File: src/qsf_defines.svh
// Purpose: opcodes, field positions, reset values and timing for the flash command front end
// Assumes: included by bare name from the front-end module
// Notes: times in ns, clock rate in MHz
`ifndef QSF_DEFINES_SVH
`define QSF_DEFINES_SVH

// ----------------------------------------------------------------
// opcodes
// ----------------------------------------------------------------
`define QSF_OP_NO_ACTION 8'h00
`define QSF_OP_RESET_ARM 8'h66
`define QSF_OP_RESET_GO 8'h99
`define QSF_OP_QUAD_ENTER 8'h38
`define QSF_OP_QUAD_EXIT 8'hFF
`define QSF_OP_RD_STAT 8'h05
`define QSF_OP_RD_CFG 8'h35
`define QSF_OP_WR_STAT 8'h01
`define QSF_OP_READ 8'h03
`define QSF_OP_FAST_READ 8'h0B
`define QSF_OP_QUAD_OUT_READ 8'h6B
`define QSF_OP_QUAD_IO_READ 8'hEB
`define QSF_OP_DUAL_OUT_READ 8'h3B
`define QSF_OP_DUAL_IO_READ 8'hBB
`define QSF_OP_SET_BURST 8'hC0
`define QSF_OP_QUAD_WRAP_READ 8'h0C
`define QSF_OP_SINGLE_WRAP_READ 8'hEC
`define QSF_OP_WRITE_ARM 8'h06
`define QSF_OP_WRITE_DISARM 8'h04
`define QSF_OP_SMALL_WIPE 8'h20
`define QSF_OP_LARGE_WIPE 8'hD8
`define QSF_OP_FULL_WIPE 8'hC7
`define QSF_OP_PAGE_WRITE 8'h02
`define QSF_OP_QUAD_PAGE_WRITE 8'h32
`define QSF_OP_PROT_MAP_WRITE 8'h42
`define QSF_OP_PROT_FREEZE 8'h8D
`define QSF_OP_PERM_LOCK_WRITE 8'hE8
`define QSF_OP_PROT_CLEAR_ALL 8'h98
`define QSF_OP_USER_ID_WRITE 8'hA5
`define QSF_OP_USER_ID_FREEZE 8'h85

// ----------------------------------------------------------------
// fields, limits, reset values, timing
// ----------------------------------------------------------------
`define QSF_STAT_BUSY_LO 0
`define QSF_STAT_ARM 1
`define QSF_STAT_PFRZ 4
`define QSF_STAT_IDLK 5
`define QSF_STAT_BUSY_HI 7
`define QSF_CFG_QPIN 1
`define QSF_CFG_VOLST 3
`define QSF_PROT_BYTES 9'd18
`define QSF_ID_BYTES 9'd256
`define QSF_BURST_RST 2'h0
`define QSF_CLK_MHZ 20
`define QSF_T_RCV_SHORT_NS 100000
`define QSF_T_RCV_LONG_NS 1000000

`endif

File: src/qsf_pkg.sv
// Purpose: types shared by the flash command front end
// Assumes: qsf_defines.svh holds the numbers
// Notes: one-hot state codes
package qsf_pkg;

    typedef enum logic [5:0] {
        PH_IDLE = 6'b000001,
        PH_OP = 6'b000010,
        PH_ADR = 6'b000100,
        PH_DUM = 6'b001000,
        PH_DAT = 6'b010000,
        PH_SKIP = 6'b100000
    } qsf_phase_e;

    typedef enum logic [2:0] {
        DIR_NONE = 3'b001,
        DIR_IN = 3'b010,
        DIR_OUT = 3'b100
    } qsf_dir_e;

    typedef struct packed {
        logic ok;
        logic [1:0] nadr;
        logic [1:0] ndum;
        qsf_dir_e dir;
        logic [2:0] aw;
        logic [2:0] dw;
        logic wrap;
    } qsf_cmd_s;

endpackage

File: src/qsf_front_end.sv
// Purpose: command front end of a serial/quad NOR flash, pin side to array side
// Assumes: sck and cs_n come from the host, sampled by clk (much faster than sck)
// Notes: array read data must be valid one clk after mem_addr changes
`include "qsf_defines.svh"

module qsf_front_end
    import qsf_pkg::*;
#(
    parameter int ADDR_W = 23,
    parameter int RCV_SHORT_CYC = `QSF_T_RCV_SHORT_NS * `QSF_CLK_MHZ / 1000,
    parameter int RCV_LONG_CYC = `QSF_T_RCV_LONG_NS * `QSF_CLK_MHZ / 1000
) (
    // clock and reset
    input wire logic clk,
    input wire logic nrst,
    // host pins
    input wire logic cs_n,
    input wire logic sck,
    input wire logic [3:0] sio_in,
    output logic [3:0] sio_out,
    output logic [3:0] sio_oe,
    // array side
    output logic [ADDR_W-1:0] mem_addr,
    input wire logic [7:0] mem_rdata,
    input wire logic array_busy,
    output logic exec_pulse,
    output logic [7:0] exec_op,
    output logic [23:0] exec_addr,
    output logic abort_pulse,
    output logic soft_reset_pulse,
    output logic wd_pulse,
    output logic [7:0] wd_data,
    output logic [23:0] wd_addr,
    // state
    output logic write_arm_flag,
    output logic prot_freeze_flag,
    output logic id_lock_flag,
    output logic quad_pin_select,
    output logic four_wire_proto,
    output logic [1:0] burst_len_code,
    output logic recovering
);

    // ----------------------------------------------------------------
    // pin synchronisers
    // ----------------------------------------------------------------
    logic cs_s1, cs_s2, cs_s3, ck_s1, ck_s2, ck_s3;
    logic [3:0] sio_s1, sio_s2;

    always_ff @(posedge clk) begin
        cs_s1 <= cs_n;
        cs_s2 <= cs_s1;
        cs_s3 <= cs_s2;
        ck_s1 <= sck;
        ck_s2 <= ck_s1;
        ck_s3 <= ck_s2;
        sio_s1 <= sio_in;
        sio_s2 <= sio_s1;
    end

    wire logic sck_rise = ck_s2 & ~ck_s3;
    wire logic sck_fall = ~ck_s2 & ck_s3;
    wire logic cs_rise = cs_s2 & ~cs_s3;

    // ----------------------------------------------------------------
    // opcode table
    // ----------------------------------------------------------------
    function automatic qsf_cmd_s decode(input logic [7:0] op, input logic q, input logic p);
        qsf_cmd_s c;
        c = '0;
        c.dir = DIR_NONE;
        c.aw = 3'd1;
        c.dw = 3'd1;
        case (op)
            `QSF_OP_NO_ACTION, `QSF_OP_RESET_ARM, `QSF_OP_RESET_GO, `QSF_OP_QUAD_EXIT,
            `QSF_OP_WRITE_ARM, `QSF_OP_WRITE_DISARM, `QSF_OP_FULL_WIPE,
            `QSF_OP_PROT_FREEZE, `QSF_OP_PROT_CLEAR_ALL, `QSF_OP_USER_ID_FREEZE: c.ok = 1'b1;
            `QSF_OP_QUAD_ENTER: c.ok = ~q;
            `QSF_OP_RD_STAT, `QSF_OP_RD_CFG: begin
                c.ok = 1'b1;
                c.ndum = {1'b0, q};
                c.dir = DIR_OUT;
            end
            `QSF_OP_WR_STAT, `QSF_OP_SET_BURST, `QSF_OP_PROT_MAP_WRITE,
            `QSF_OP_PERM_LOCK_WRITE: begin
                c.ok = 1'b1;
                c.dir = DIR_IN;
            end
            `QSF_OP_READ: begin
                c.ok = ~q;
                c.nadr = 2'd3;
                c.dir = DIR_OUT;
            end
            `QSF_OP_FAST_READ: begin
                c.ok = 1'b1;
                c.nadr = 2'd3;
                c.ndum = q ? 2'd3 : 2'd1;
                c.dir = DIR_OUT;
            end
            `QSF_OP_QUAD_OUT_READ: begin
                c.ok = ~q & p;
                c.nadr = 2'd3;
                c.ndum = 2'd1;
                c.dir = DIR_OUT;
                c.dw = 3'd4;
            end
            `QSF_OP_QUAD_IO_READ, `QSF_OP_SINGLE_WRAP_READ: begin
                c.ok = ~q & p;
                c.nadr = 2'd3;
                c.ndum = 2'd3;
                c.dir = DIR_OUT;
                c.aw = 3'd4;
                c.dw = 3'd4;
                c.wrap = (op == `QSF_OP_SINGLE_WRAP_READ);
            end
            `QSF_OP_DUAL_OUT_READ, `QSF_OP_DUAL_IO_READ: begin
                c.ok = ~q;
                c.nadr = 2'd3;
                c.ndum = 2'd1;
                c.dir = DIR_OUT;
                c.aw = (op == `QSF_OP_DUAL_IO_READ) ? 3'd2 : 3'd1;
                c.dw = 3'd2;
            end
            `QSF_OP_QUAD_WRAP_READ: begin
                c.ok = q;
                c.nadr = 2'd3;
                c.ndum = 2'd3;
                c.dir = DIR_OUT;
                c.wrap = 1'b1;
            end
            `QSF_OP_SMALL_WIPE, `QSF_OP_LARGE_WIPE: begin
                c.ok = 1'b1;
                c.nadr = 2'd3;
            end
            `QSF_OP_PAGE_WRITE, `QSF_OP_QUAD_PAGE_WRITE: begin
                c.ok = (op == `QSF_OP_PAGE_WRITE) | (~q & p);
                c.nadr = 2'd3;
                c.dir = DIR_IN;
                c.dw = (op == `QSF_OP_PAGE_WRITE) ? 3'd1 : 3'd4;
            end
            `QSF_OP_USER_ID_WRITE: begin
                c.ok = 1'b1;
                c.nadr = 2'd2;
                c.dir = DIR_IN;
            end
            default: c.ok = 1'b0;
        endcase
        if (q) begin
            c.aw = 3'd4;
            c.dw = 3'd4;
        end
        return c;
    endfunction

    // erase address masked to the block that holds it
    function automatic logic [23:0] blk_base(input logic [23:0] a);
        logic top, bot;
        top = &a[ADDR_W-1:16];
        bot = ~|a[ADDR_W-1:16];
        if ((bot & ~a[15]) | (top & a[15])) begin
            blk_base = {a[23:13], 13'h0000};
        end else if (top | bot) begin
            blk_base = {a[23:15], 15'h0000};
        end else begin
            blk_base = {a[23:16], 16'h0000};
        end
    endfunction

    // ----------------------------------------------------------------
    // command engine
    // ----------------------------------------------------------------
    qsf_phase_e phase_q, phase_d;
    qsf_cmd_s cmd_q, cmd_d, dec;
    logic [7:0] op_q, op_d, in_sr_q, in_sr_d, out_sr_q, out_sr_d, nxt_sr, ob, stat, cfg;
    logic [1:0] cnt_q, cnt_d, burst_q, burst_d, bpend_q, bpend_d;
    logic [8:0] dcnt_q, dcnt_d;
    logic [3:0] bcnt_q, bcnt_d, nxt_bc, ocnt_q, ocnt_d, sout_q, sout_d;
    logic [23:0] addr_q, addr_d, wmask;
    logic [15:0] rcv_q, rcv_d;
    logic [2:0] cur_w;
    logic done_q, done_d, arm_q, arm_d, wel_q, wel_d, pfrz_q, pfrz_d;
    logic idlk_q, idlk_d, qpin_q, qpin_d, quad_q, quad_d, cpend_q, cpend_d;
    logic xp_q, xp_d, ab_q, ab_d, sr_q, sr_d, wp_q, wp_d, wr_ok;
    logic [7:0] xop_q, xop_d, wd_q, wd_d;
    logic [23:0] xad_q, xad_d, wa_q, wa_d;

    assign cur_w = (phase_q == PH_OP) ? (quad_q ? 3'd4 : 3'd1) :
                   (phase_q == PH_DAT) ? cmd_q.dw : cmd_q.aw;
    assign nxt_sr = (cur_w == 3'd4) ? {in_sr_q[3:0], sio_s2} :
                    (cur_w == 3'd2) ? {in_sr_q[5:0], sio_s2[1:0]} : {in_sr_q[6:0], sio_s2[0]};
    assign nxt_bc = bcnt_q + {1'b0, cur_w};
    assign dec = decode(nxt_sr, quad_q, qpin_q);
    assign wr_ok = wel_q & ~array_busy;
    assign wmask = cmd_q.wrap ? 24'((9'h008 << burst_q) - 9'h001) : 24'hFFFFFF;

    always_comb begin
        stat = 8'h00;
        stat[`QSF_STAT_BUSY_LO] = array_busy;
        stat[`QSF_STAT_BUSY_HI] = array_busy;
        stat[`QSF_STAT_ARM] = wel_q;
        stat[`QSF_STAT_PFRZ] = pfrz_q;
        stat[`QSF_STAT_IDLK] = idlk_q;
        cfg = 8'h00;
        cfg[`QSF_CFG_QPIN] = qpin_q;
        cfg[`QSF_CFG_VOLST] = 1'b1;
    end

    always_comb begin
        phase_d = phase_q;
        cmd_d = cmd_q;
        op_d = op_q;
        in_sr_d = in_sr_q;
        out_sr_d = out_sr_q;
        cnt_d = cnt_q;
        dcnt_d = dcnt_q;
        bcnt_d = bcnt_q;
        ocnt_d = ocnt_q;
        sout_d = sout_q;
        addr_d = addr_q;
        done_d = done_q;
        arm_d = arm_q;
        wel_d = wel_q;
        pfrz_d = pfrz_q;
        idlk_d = idlk_q;
        qpin_d = qpin_q;
        quad_d = quad_q;
        burst_d = burst_q;
        bpend_d = bpend_q;
        cpend_d = cpend_q;
        rcv_d = (rcv_q != 16'h0000) ? rcv_q - 16'h0001 : rcv_q;
        xp_d = 1'b0;
        xop_d = xop_q;
        xad_d = xad_q;
        ab_d = 1'b0;
        sr_d = 1'b0;
        wp_d = 1'b0;
        wd_d = wd_q;
        wa_d = wa_q;
        ob = (ocnt_q == 4'h0) ? ((op_q == `QSF_OP_RD_STAT) ? stat :
             (op_q == `QSF_OP_RD_CFG) ? cfg : mem_rdata) : out_sr_q;
        if (cs_s2) begin
            phase_d = PH_IDLE;
            if (cs_rise && done_q) begin
                xop_d = op_q;
                xad_d = addr_q;
                arm_d = (op_q == `QSF_OP_RESET_ARM);
                case (op_q)
                    `QSF_OP_RESET_GO: if (arm_q) begin
                        quad_d = 1'b0;
                        burst_d = `QSF_BURST_RST;
                        wel_d = 1'b0;
                        qpin_d = 1'b0;
                        sr_d = 1'b1;
                        ab_d = array_busy;
                        rcv_d = array_busy ? 16'(RCV_LONG_CYC) : 16'(RCV_SHORT_CYC);
                    end
                    `QSF_OP_QUAD_ENTER: quad_d = 1'b1;
                    `QSF_OP_QUAD_EXIT: quad_d = 1'b0;
                    `QSF_OP_WRITE_ARM: wel_d = 1'b1;
                    `QSF_OP_WRITE_DISARM: wel_d = 1'b0;
                    `QSF_OP_SET_BURST: burst_d = bpend_q;
                    `QSF_OP_WR_STAT: if (wel_q) begin
                        qpin_d = cpend_q;
                        wel_d = 1'b0;
                    end
                    `QSF_OP_PROT_FREEZE: if (wr_ok) begin
                        pfrz_d = 1'b1;
                        wel_d = 1'b0;
                    end
                    `QSF_OP_USER_ID_FREEZE: if (wr_ok) begin
                        idlk_d = 1'b1;
                        wel_d = 1'b0;
                        xp_d = 1'b1;
                    end
                    `QSF_OP_PROT_CLEAR_ALL: xp_d = ~pfrz_q;
                    `QSF_OP_SMALL_WIPE, `QSF_OP_LARGE_WIPE, `QSF_OP_FULL_WIPE,
                    `QSF_OP_PAGE_WRITE, `QSF_OP_QUAD_PAGE_WRITE, `QSF_OP_USER_ID_WRITE,
                    `QSF_OP_PROT_MAP_WRITE, `QSF_OP_PERM_LOCK_WRITE: if (wr_ok) begin
                        xp_d = 1'b1;
                        wel_d = 1'b0;
                        if (op_q == `QSF_OP_SMALL_WIPE) begin
                            xad_d = {addr_q[23:12], 12'h000};
                        end else if (op_q == `QSF_OP_LARGE_WIPE) begin
                            xad_d = blk_base(addr_q);
                        end
                    end
                    default: ;
                endcase
            end
        end else if (phase_q == PH_IDLE) begin
            phase_d = (rcv_q != 16'h0000) ? PH_SKIP : PH_OP;
            bcnt_d = 4'h0;
            ocnt_d = 4'h0;
            dcnt_d = 9'h000;
            done_d = 1'b0;
        end else if (phase_q == PH_DAT && cmd_q.dir == DIR_OUT) begin
            if (sck_fall) begin
                sout_d = (cmd_q.dw == 3'd4) ? ob[7:4] :
                         (cmd_q.dw == 3'd2) ? {2'b00, ob[7:6]} : {2'b00, ob[7], 1'b0};
                out_sr_d = 8'(ob << cmd_q.dw);
                ocnt_d = ((ocnt_q == 4'h0) ? 4'h8 : ocnt_q) - {1'b0, cmd_q.dw};
                if (ocnt_q == 4'h0 && op_q != `QSF_OP_RD_STAT && op_q != `QSF_OP_RD_CFG) begin
                    addr_d = (addr_q & ~wmask) | ((addr_q + 24'h000001) & wmask);
                end
            end
        end else if (sck_rise && phase_q != PH_SKIP) begin
            in_sr_d = nxt_sr;
            bcnt_d = nxt_bc[3] ? 4'h0 : nxt_bc;
            if (nxt_bc[3]) begin
                unique case (phase_q)
                    PH_OP: begin
                        op_d = nxt_sr;
                        cmd_d = dec;
                        cnt_d = (dec.nadr != 2'd0) ? dec.nadr : dec.ndum;
                        if (nxt_sr != `QSF_OP_RESET_GO) arm_d = 1'b0;
                        if (!dec.ok) phase_d = PH_SKIP;
                        else if (dec.nadr != 2'd0) phase_d = PH_ADR;
                        else if (dec.ndum != 2'd0) phase_d = PH_DUM;
                        else phase_d = PH_DAT;
                        done_d = dec.ok & dec.nadr == 2'd0 & dec.dir == DIR_NONE;
                    end
                    PH_ADR: begin
                        addr_d = {addr_q[15:0], nxt_sr};
                        cnt_d = cnt_q - 2'd1;
                        if (cnt_q == 2'd1) begin
                            cnt_d = cmd_q.ndum;
                            phase_d = (cmd_q.ndum != 2'd0) ? PH_DUM : PH_DAT;
                            done_d = (cmd_q.dir == DIR_NONE);
                            if (op_q == `QSF_OP_USER_ID_WRITE) addr_d = {8'h00, addr_q[7:0], nxt_sr};
                        end
                    end
                    PH_DUM: begin
                        cnt_d = cnt_q - 2'd1;
                        if (cnt_q == 2'd1) phase_d = PH_DAT;
                    end
                    PH_DAT: begin
                        dcnt_d = (dcnt_q == 9'h1FF) ? dcnt_q : dcnt_q + 9'h001;
                        done_d = (op_q != `QSF_OP_WR_STAT) | (dcnt_q != 9'h000);
                        wd_d = nxt_sr;
                        wa_d = addr_q;
                        if (op_q == `QSF_OP_SET_BURST && dcnt_q == 9'h000) bpend_d = nxt_sr[1:0];
                        if (op_q == `QSF_OP_WR_STAT && dcnt_q == 9'h001) cpend_d = nxt_sr[1];
                        if (op_q == `QSF_OP_PAGE_WRITE || op_q == `QSF_OP_QUAD_PAGE_WRITE ||
                            op_q == `QSF_OP_USER_ID_WRITE) begin
                            wp_d = wr_ok & (dcnt_q < `QSF_ID_BYTES) &
                                   ~(idlk_q & op_q == `QSF_OP_USER_ID_WRITE);
                            addr_d = {addr_q[23:8], addr_q[7:0] + 8'h01};
                        end
                        if (op_q == `QSF_OP_PROT_MAP_WRITE || op_q == `QSF_OP_PERM_LOCK_WRITE) begin
                            wp_d = wr_ok & ~pfrz_q & (dcnt_q < `QSF_PROT_BYTES);
                            wa_d = {15'h0000, dcnt_q};
                        end
                    end
                    default: ;
                endcase
            end
        end
    end

    always_ff @(posedge clk) begin
        if (!nrst) begin
            phase_q <= PH_IDLE;
            cmd_q <= '0;
            op_q <= 8'h00;
            in_sr_q <= 8'h00;
            out_sr_q <= 8'h00;
            cnt_q <= 2'h0;
            dcnt_q <= 9'h000;
            bcnt_q <= 4'h0;
            ocnt_q <= 4'h0;
            sout_q <= 4'h0;
            addr_q <= 24'h000000;
            done_q <= 1'b0;
            arm_q <= 1'b0;
            wel_q <= 1'b0;
            pfrz_q <= 1'b0;
            idlk_q <= 1'b0;
            qpin_q <= 1'b0;
            quad_q <= 1'b0;
            burst_q <= `QSF_BURST_RST;
            bpend_q <= `QSF_BURST_RST;
            cpend_q <= 1'b0;
            rcv_q <= 16'h0000;
            xp_q <= 1'b0;
            xop_q <= 8'h00;
            xad_q <= 24'h000000;
            ab_q <= 1'b0;
            sr_q <= 1'b0;
            wp_q <= 1'b0;
            wd_q <= 8'h00;
            wa_q <= 24'h000000;
        end else begin
            phase_q <= phase_d;
            cmd_q <= cmd_d;
            op_q <= op_d;
            in_sr_q <= in_sr_d;
            out_sr_q <= out_sr_d;
            cnt_q <= cnt_d;
            dcnt_q <= dcnt_d;
            bcnt_q <= bcnt_d;
            ocnt_q <= ocnt_d;
            sout_q <= sout_d;
            addr_q <= addr_d;
            done_q <= done_d;
            arm_q <= arm_d;
            wel_q <= wel_d;
            pfrz_q <= pfrz_d;
            idlk_q <= idlk_d;
            qpin_q <= qpin_d;
            quad_q <= quad_d;
            burst_q <= burst_d;
            bpend_q <= bpend_d;
            cpend_q <= cpend_d;
            rcv_q <= rcv_d;
            xp_q <= xp_d;
            xop_q <= xop_d;
            xad_q <= xad_d;
            ab_q <= ab_d;
            sr_q <= sr_d;
            wp_q <= wp_d;
            wd_q <= wd_d;
            wa_q <= wa_d;
        end
    end

    // ----------------------------------------------------------------
    // outputs
    // ----------------------------------------------------------------
    wire logic drv = ~cs_s2 & (phase_q == PH_DAT) & (cmd_q.dir == DIR_OUT);
    assign sio_oe = !drv ? 4'h0 : (cmd_q.dw == 3'd4) ? 4'hF : (cmd_q.dw == 3'd2) ? 4'h3 : 4'h2;
    assign sio_out = sout_q;
    assign mem_addr = addr_q[ADDR_W-1:0];
    assign exec_pulse = xp_q;
    assign exec_op = xop_q;
    assign exec_addr = xad_q;
    assign abort_pulse = ab_q;
    assign soft_reset_pulse = sr_q;
    assign wd_pulse = wp_q;
    assign wd_data = wd_q;
    assign wd_addr = wa_q;
    assign write_arm_flag = wel_q;
    assign prot_freeze_flag = pfrz_q;
    assign id_lock_flag = idlk_q;
    assign quad_pin_select = qpin_q;
    assign four_wire_proto = quad_q;
    assign burst_len_code = burst_q;
    assign recovering = (rcv_q != 16'h0000);

endmodule // qsf_front_end

File: config.mk
export PLATFORM = sky130hd
export DESIGN_NAME = qsf_front_end
export DESIGN_NICKNAME = d
export VERILOG_FILES = /design/src/qsf_pkg.sv /design/src/qsf_front_end.sv
export VERILOG_INCLUDE_DIRS = /design/src
export SDC_FILE = /design/constraint.sdc
export NUM_CORES = 1
export LEC_CHECK = 0
export BUFFER_PORTS_ARGS = -buffer_cell sky130_fd_sc_hd__buf_2
export CAP_MARGIN = 0
export CORE_MARGIN = 2
export CORE_UTILIZATION = 35
export DETAILED_ROUTE_END_ITERATION = 10
export MAX_ROUTING_LAYER = met4
export PLACE_DENSITY = 0.51
export REMOVE_ABC_BUFFERS = 1
export SYNTH_ARGS = -nofsm -noshare
export SYNTH_HDL_FRONTEND = slang
export SYNTH_SLANG_ARGS = --single-unit
File: constraint.sdc
create_clock -name clk -period 8.25 [get_ports clk]
set_input_delay 0.825 -clock clk [delete_from_list [all_inputs] [get_ports clk]]
set_output_delay 0.825 -clock clk [all_outputs]
set_load 0.1 [all_outputs]
==> results of run 1 <==
==> cells by family (layout without fill, tap and decap cells) <==
kind of cell / count (synthesis) / count (layout) / synth area share [%]
AO/OA/AOI/OAI: 357 / 357 / 21.6
XOR/XNOR: 29 / 29 / 2.45
adder cells (fa/ha/maj): 16 / 16 / 2.07
buffers and inverters: 148 / 190 / 6.52
flip-flops: 197 / 197 / 38.0
multiplexers: 17 / 17 / 2.06
AND/OR/NAND/NOR: 600 / 600 / 27.3
==> through the flow <==
| step | utilization, % | hold slack (ns) | area (µm²) |
|---|---|---|---|
| 2_1_floorplan | - | 0.310 | 9790 |
| 3_3_place_gp | 37.4 | 0.311 | 11000 |
| 3_5_place_dp | 37.4 | 0.312 | 11000 |
| 4_1_cts | 39.4 | 0.329 | 11600 |
| 5_1_grt | 39.4 | 0.333 | 11600 |
| 6_report | 39.4 | 0.327 | 11600 |
==> critical path: cells and delay by family, from the launching register on <==
| kind | cells | cell delay (ns) |
|---|---|---|
| compound gates | 5 | 1.78 |
| xor+xnor | 1 | 0.29 |
| flops | 1 | 0.41 |
| simple gates | 6 | 2.17 |
==> where the power goes <==
part | leakage, nW | switching, W | internal (W)
clock network | 0.283 | 0.000399 | 0.000460
registers | 1.59 | 0.0000328 | 0.000983
logic | 2.47 | 0.000177 | 0.000103
total | 4.35 | 0.000609 | 0.00155
==> worst min path at each step <==
| stage | cells after the start | slack (ns) | start | end |
|---|---|---|---|---|
| finish | 0 | 0.33 | sio_s1[3]$_DFF_P_ | sio_s2[3]$_DFF_P_ |
| global route | 0 | 0.33 | sio_s1[1]$_DFF_P_ | sio_s2[1]$_DFF_P_ |
| CTS | 0 | 0.33 | sio_s1[1]$_DFF_P_ | sio_s2[1]$_DFF_P_ |
| detailed placement | 0 | 0.31 | sio_s1[1]$_DFF_P_ | sio_s2[1]$_DFF_P_ |
| global placement | 0 | 0.31 | sio_s1[0]$_DFF_P_ | sio_s2[0]$_DFF_P_ |
| floorplan | 0 | 0.31 | ck_s1$_DFF_P_ | ck_s2$_DFF_P_ |
==> area by class of cell <==
cell class                 count  area [µm²]  area share (%)
multi-input combinational   1019        5780            49.8
sequential                   197        3940            34.0
timing repair buffer         135         706            6.09
tap                          390         488            4.21
clock buffer                  19         443            3.82
clock inverter                13         149            1.28
inverter                      23        88.8           0.766
==> cells in the final DEF (no fill, tap or decap), drive strengths merged, types with 5 or more instances in the layout <==
master and count:
a22oi 23, or2 6, nand4 19, nor3b 8
o22ai 10, nand4b 5, o31ai 6, nor2b 13
and2 8, nand2b 14, nor3 44, buf 135
or4 6, ha 14, clkbuf 19, xnor2 13
mux2i 12, a31oi 15, o211ai 7, dfxtp 197
nor4 24, o21ai 55, a221oi 7, nand3 59
inv 27, a211oi 33, or3 9, nand3b 8
xor2 16, nor2 201, a41oi 5, nand2 150
a21oi 155, and3 15
==> routing by layer <==
metal | global-route usage [%] | vias to the layer above | routed length (µm) | share of wire [%]
met2 | 34.3 | 276 | 15300 | 45
met5 | - | - | 0 | 0
met1 | 30.8 | 4781 | 16200 | 48
met4 | 7.92 | 0 | 824 | 2.4
met3 | 3.40 | 50 | 1500 | 4.4
li1 | - | 4912 | - | -
==> flow_summary_export.csv, run 1 <==
group,metric,value,unit
status,outcome,"complete, no violations",
die,num_rows,63,
clock_network,cts_num_sinks,197,
critical_path,rr_startpoint,"phase_q[5]$_SDFFE_PP0P_",
sta,maxSlewHeadroom,20.9,%
power,p_leak,4.35,nW
critical_path,crit_slowest_cell,"o21ai_1",
global_routing,grt_max_degree,97,
sta,max_freq,210,MHz
detailed_routing,postRouteAntennaNets,0,
final_layout,n_fill_cell,3121,
placed_design,placed_cells,1764,
die,die_area,31100,µm²
sta,post-route-period-util,57.7,%
detailed_routing,drc,0,
placed_design,dp_hpwl,24000,µm
critical_path,crit_path_end_kind,"flip-flop",
clock_network,cts-buffers-inserted,17,
logic_synthesis,ys_seq_elements,197,
final_layout,drive_above_1_share,13.8,%
sta,setup_viol,0,
sta,rsz0062_at_grt,"no",
clock_network,cts_root_buf,"clkbuf_16",
critical_path,crit_type,"reg -> reg",
detailed_routing,wl_per_cell,18.8,µm
run,cap_violations,0,
critical_path,critPathArrivalTime,5.11,ns
critical_path,cpMostUsedCell,"nor4_1",
sta,hold_violations,0,
clock_network,worstSkewPairLatency,0.46,ns
worst_hold_path,hp-class,"reg -> reg",
global_routing,grt_util_all_layers,22.7,%
logic_synthesis,synth.area.top_cells,"dfxtp_1, a21oi_1, nor2_1",
logic_synthesis,postSynthCellCount,1364,
logic_synthesis,synth_top_area_share,38.0,%
clock_network,cts_tree,"built",
die,start_util,35.3,%
global_routing,grt_remaining_overflow,0,
placed_design,place.gp.congestion,0.888,
detailed_routing,dr.pass1.iters,5,
clock_network,clk_pin_slew,0.07,ns
detailed_routing,wl,33800,µm
critical_path,crit_fanout,10,
final_layout,syn2layout_area_growth,11.7,%
clock_network,post_cts_resized,0,
clock_network,postCtsSetupRepairBufs,0,
detailed_routing,vias_per_cell,5.58,
placed_design,portBuffers,123,
die,pin_count,124,
sta,fin_skew,0.0187,ns
detailed_routing,first_iter_violations,855,
final_layout,fin_nets,1426,
critical_path,slowest_delay,0.71,ns
critical_path,r2r_cells,12,
logic_synthesis,synthDistinctLibCells,79,
sta,maxSlewViolCount,0,
power,power,0.00216,W
logic_synthesis,avgSynthCellArea,7.61,µm²
logic_synthesis,synth_edf_count,0,
logic_synthesis,synth_ff_type,"dfxtp_1",
logic_synthesis,ys_seq_area_share,38.0,%
critical_path,reg2reg_slack,3.49,ns
logic_synthesis,yosysTopAreaCell,"dfxtp_1",
critical_path,rr_endpoint,"done_q$_SDFFE_PN0P_",
die,fp.dieW,176,µm
global_routing,grt_pass1_vias,9260,
global_routing,antenna_found_initial,0,
power,vdd_drop_max,0.140,mV
logic_synthesis,synth_area,10400,µm²
sta,tightest_slew,1.18,ns
critical_path,crit_path_cell_trace,"or4_4 -> or3_1 -> and3_4 -> xnor2_1 -> a21oi_1 -> o21ai_1 -> nor4_1 -> a221oi_1 -> nand3_1 -> nor4_1 -> o41ai_1 -> a32o_1",
logic_synthesis,yosys_warnings,0,
critical_path,critPathLaunchType,"flip-flop",
critical_path,startpoint,"phase_q[5]$_SDFFE_PP0P_",
clock_network,hold_buffers,0,
power,p_per_area,186,nW/µm²
sta,setup_slack,3.49,ns
detailed_routing,vias,10019,
critical_path,worstPathRequired,8.60,ns
clock_network,clockBufferDepth,2,
logic_synthesis,async_flop_share,0,%
logic_synthesis,synth_commonest_cells,"nor2_1, dfxtp_1, a21oi_1, nand2_1, clkbuf_1",
die,die_h,176,µm
logic_synthesis,yosysMostFrequentCell,"nor2_1",
final_layout,instances_no_fill,1796,
clock_network,htree_levels,4,
sta,post-route-min-period,4.76,ns
global_routing,grt_pass1_wl,53800,µm
critical_path,crit_end,"done_q$_SDFFE_PN0P_",
final_layout,antenna_cells,0,
die,core_area,29400,µm²
sta,tns,0,ns
placed_design,place_ws,3.64,ns
(Power assumes the default switching activity.)
==> run 2, diff against run 1 <==
--- a/config.mk
+++ b/config.mk
@@ -12,7 +12,7 @@
 export CORE_UTILIZATION = 35
 export DETAILED_ROUTE_END_ITERATION = 10
 export MAX_ROUTING_LAYER = met4
-export PLACE_DENSITY = 0.51
+export PLACE_DENSITY = 0.52
 export REMOVE_ABC_BUFFERS = 1
 export SYNTH_ARGS = -nofsm -noshare
 export SYNTH_HDL_FRONTEND = slang
==> constraint.sdc (replaced) <==
create_clock -name clk -period 3.9 [get_ports clk]
set_input_delay 0.39 -clock clk [delete_from_list [all_inputs] [get_ports clk]]
set_output_delay 0.39 -clock clk [all_outputs]
set_load 0.1 [all_outputs]
==> run 2 against run 1 <==
Net effect: setup slack got worse by 3.4 ns; register-to-register slack worse by 3.4 ns; routed wire length is 1.2% higher; clock-buffer cell count fell by 2; worst hold slack worse by 0.30 ns.
==> flow_summary_export.csv, run 2 (synthesis results as in run 1) <==
group,metric,value,unit
clock_network,cts_root_buf,"clkbuf_16",
detailed_routing,vias_per_cell,5.44,
sta,worst_hold_slack,0.0311,ns
power,vdd_drop_max,0.315,mV
final_layout,ff_latch_area,3940,µm²
global_routing,grt_pass1_wl,53700,µm
clock_network,worstSkewPairLatency,0.45,ns
clock_network,cts_tree,"built",
final_layout,antenna_cells,0,
clock_network,cts-buffers-inserted,17,
critical_path,reg2reg_slack,0.13,ns
die,die_area,31100,µm²
final_layout,final_common_cell,"nor2_1",
power,power.share.sequential,45.7,%
detailed_routing,first_iter_violations,927,
power,p_sw,0.00131,W
global_routing,grt_util_all_layers,22.6,%
final_layout,drive_above_1_share,21.4,%
die,die_h,176,µm
clock_network,cts_num_sinks,197,
clock_network,clockBufferDepth,2,
die,pin_count,124,
sta,hold_violations,0,
critical_path,critPathArrivalTime,4.11,ns
die,start_util,35.3,%
sta,setup_viol,0,
critical_path,r2r_cells,15,
detailed_routing,dr.pass1.iters,5,
die,num_rows,63,
critical_path,crit_fanout,8,
power,pwr-share-clk,40.3,%
clock_network,clk_pin_slew,0.08,ns
run,cap_violations,0,
status,outcome,"complete, no violations",
critical_path,rr_startpoint,"phase_q[5]$_SDFFE_PP0P_",
detailed_routing,postRouteAntennaNets,0,
clock_network,hold_buffers,0,
clock_network,htree_levels,4,
worst_hold_path,min_to,"cs_s1$_DFF_P_",
critical_path,critPathLaunchType,"flip-flop",
critical_path,slowest_delay,0.56,ns
power,power_frac_comb,13.9,%
final_layout,final_cell_mix,"nor2_1, dfxtp_1, a21oi_1",
sta,tightest_slew,0.879,ns
power,swShare,28.1,%
final_layout,syn2layout_area_growth,21.5,%
detailed_routing,vias,10365,
global_routing,grt_max_degree,79,
power,p_leak,4.92,nW
sta,fin_skew,0.0130,ns
critical_path,crit_type,"reg -> reg",
placed_design,dp_hpwl,25000,µm
sta,maxSlewViolCount,0,
global_routing,grt_pass1_vias,9640,
detailed_routing,drc,0,
critical_path,worstPathRequired,4.24,ns
final_layout,n_fill_cell,3057,
die,fp.dieW,176,µm
sta,setup_slack,0.126,ns
critical_path,rr_endpoint,"phase_q[5]$_SDFFE_PP0P_",
placed_design,place_ws,0.0507,ns
final_layout,final_core_util,42.9,%
worst_hold_path,holdCritStartpoint,"cs_n",
sta,post-route-min-period,3.77,ns
sta,max_freq,265,MHz
final_layout,fin_nets,1535,
detailed_routing,wl_per_cell,18.0,µm
critical_path,crit_slowest_cell,"or4_4",
detailed_routing,wl,34200,µm
global_routing,grt_remaining_overflow,0,
die,core_area,29400,µm²
final_layout,multi_input_area,5910,µm²
worst_hold_path,hp-class,"in -> reg",
worst_hold_path,hold-path-cell-count,1,
power,power,0.00468,W
placed_design,place.gp.congestion,0.884,
power,p_int,0.00337,W
placed_design,portBuffers,123,
power,p_per_area,371,nW/µm²
global_routing,antenna_found_initial,0,
sta,tns,0,ns
critical_path,crit_path_cell_trace,"or4_4 -> or3_4 -> and3_4 -> mux2_4 -> o211a_4 -> or3_4 -> buf_6 -> nor4_2 -> a221oi_1 -> o22ai_1 -> nor4_2 -> buf_4 -> buf_4 -> a221oi_1 -> nor2_1",
critical_path,crit_path_end_kind,"flip-flop",
sta,post-route-period-util,96.8,%
sta,maxSlewHeadroom,41.4,%
## run 2: repair_timing
action,CTS,global route
buffers inserted,0,2
gates resized for setup,0,25
hold endpoints to repair,0,0
setup endpoints to repair,0,5
## run 2: worst max path at each step
stage / from / to / slack (ns)
final: phase_q[5]$_SDFFE_PP0P_ / phase_q[5]$_SDFFE_PP0P_ / 0.13
after CTS: phase_q[5]$_SDFFE_PP0P_ / done_q$_SDFFE_PN0P_ / 0.01
after global routing: phase_q[5]$_SDFFE_PP0P_ / phase_q[5]$_SDFFE_PP0P_ / -0.05
after floorplan: phase_q[4]$_SDFFE_PP0P_ / sio_oe[2] / -1.98
after global placement: phase_q[5]$_SDFFE_PP0P_ / done_q$_SDFFE_PN0P_ / 0.1
after detailed placement: phase_q[5]$_SDFFE_PP0P_ / done_q$_SDFFE_PN0P_ / 0.05
## run 2: through the flow
stage	std cells	area [µm²]
after floorplan	1239	9790
after global placement	1870	11800
after detailed placement	1870	11800
after CTS	1902	12500
after global routing	1905	12600
final	1905	12600
## run 2: area by class of cell
| type | instances | share of cell area [%] |
|---|---|---|
| clock buffer | 17 | 3.37 |
| timing repair buffer | 243 | 12.3 |
| inverter | 23 | 0.704 |
| clock inverter | 15 | 1.58 |
| tap | 390 | 3.87 |
| multi-input combinational | 1020 | 46.9 |
| sequential | 197 | 31.3 |
## run 2: layer usage
metal	share of wire [%]	global-route usage [%]	wire [µm]
met5	0	-	0
met4	1.7	5.79	580
met3	4.7	3.53	1620
met2	46	35.1	15700
met1	48	30.8	16300
## run 2: critical path, delay by kind of cell (launching register included)
family,cells,cell delay (ns)
simple gates,7,1.84
compound gates,4,0.79
buf+inv,3,0.42
flops,1,0.32
mux,1,0.31
## run 2: power by group through the flow
stage | clock [W] | combinational (W) | sequential, W
6_report | 0.00189 | 0.000653 | 0.00214
3_5_place_dp | 0 | 0.000635 | 0.00219
5_1_grt | 0.00201 | 0.000729 | 0.00215
3_3_place_gp | 0 | 0.000633 | 0.00219
4_1_cts | 0.00193 | 0.000640 | 0.00214
2_1_floorplan | 0 | 0.000443 | 0.00218
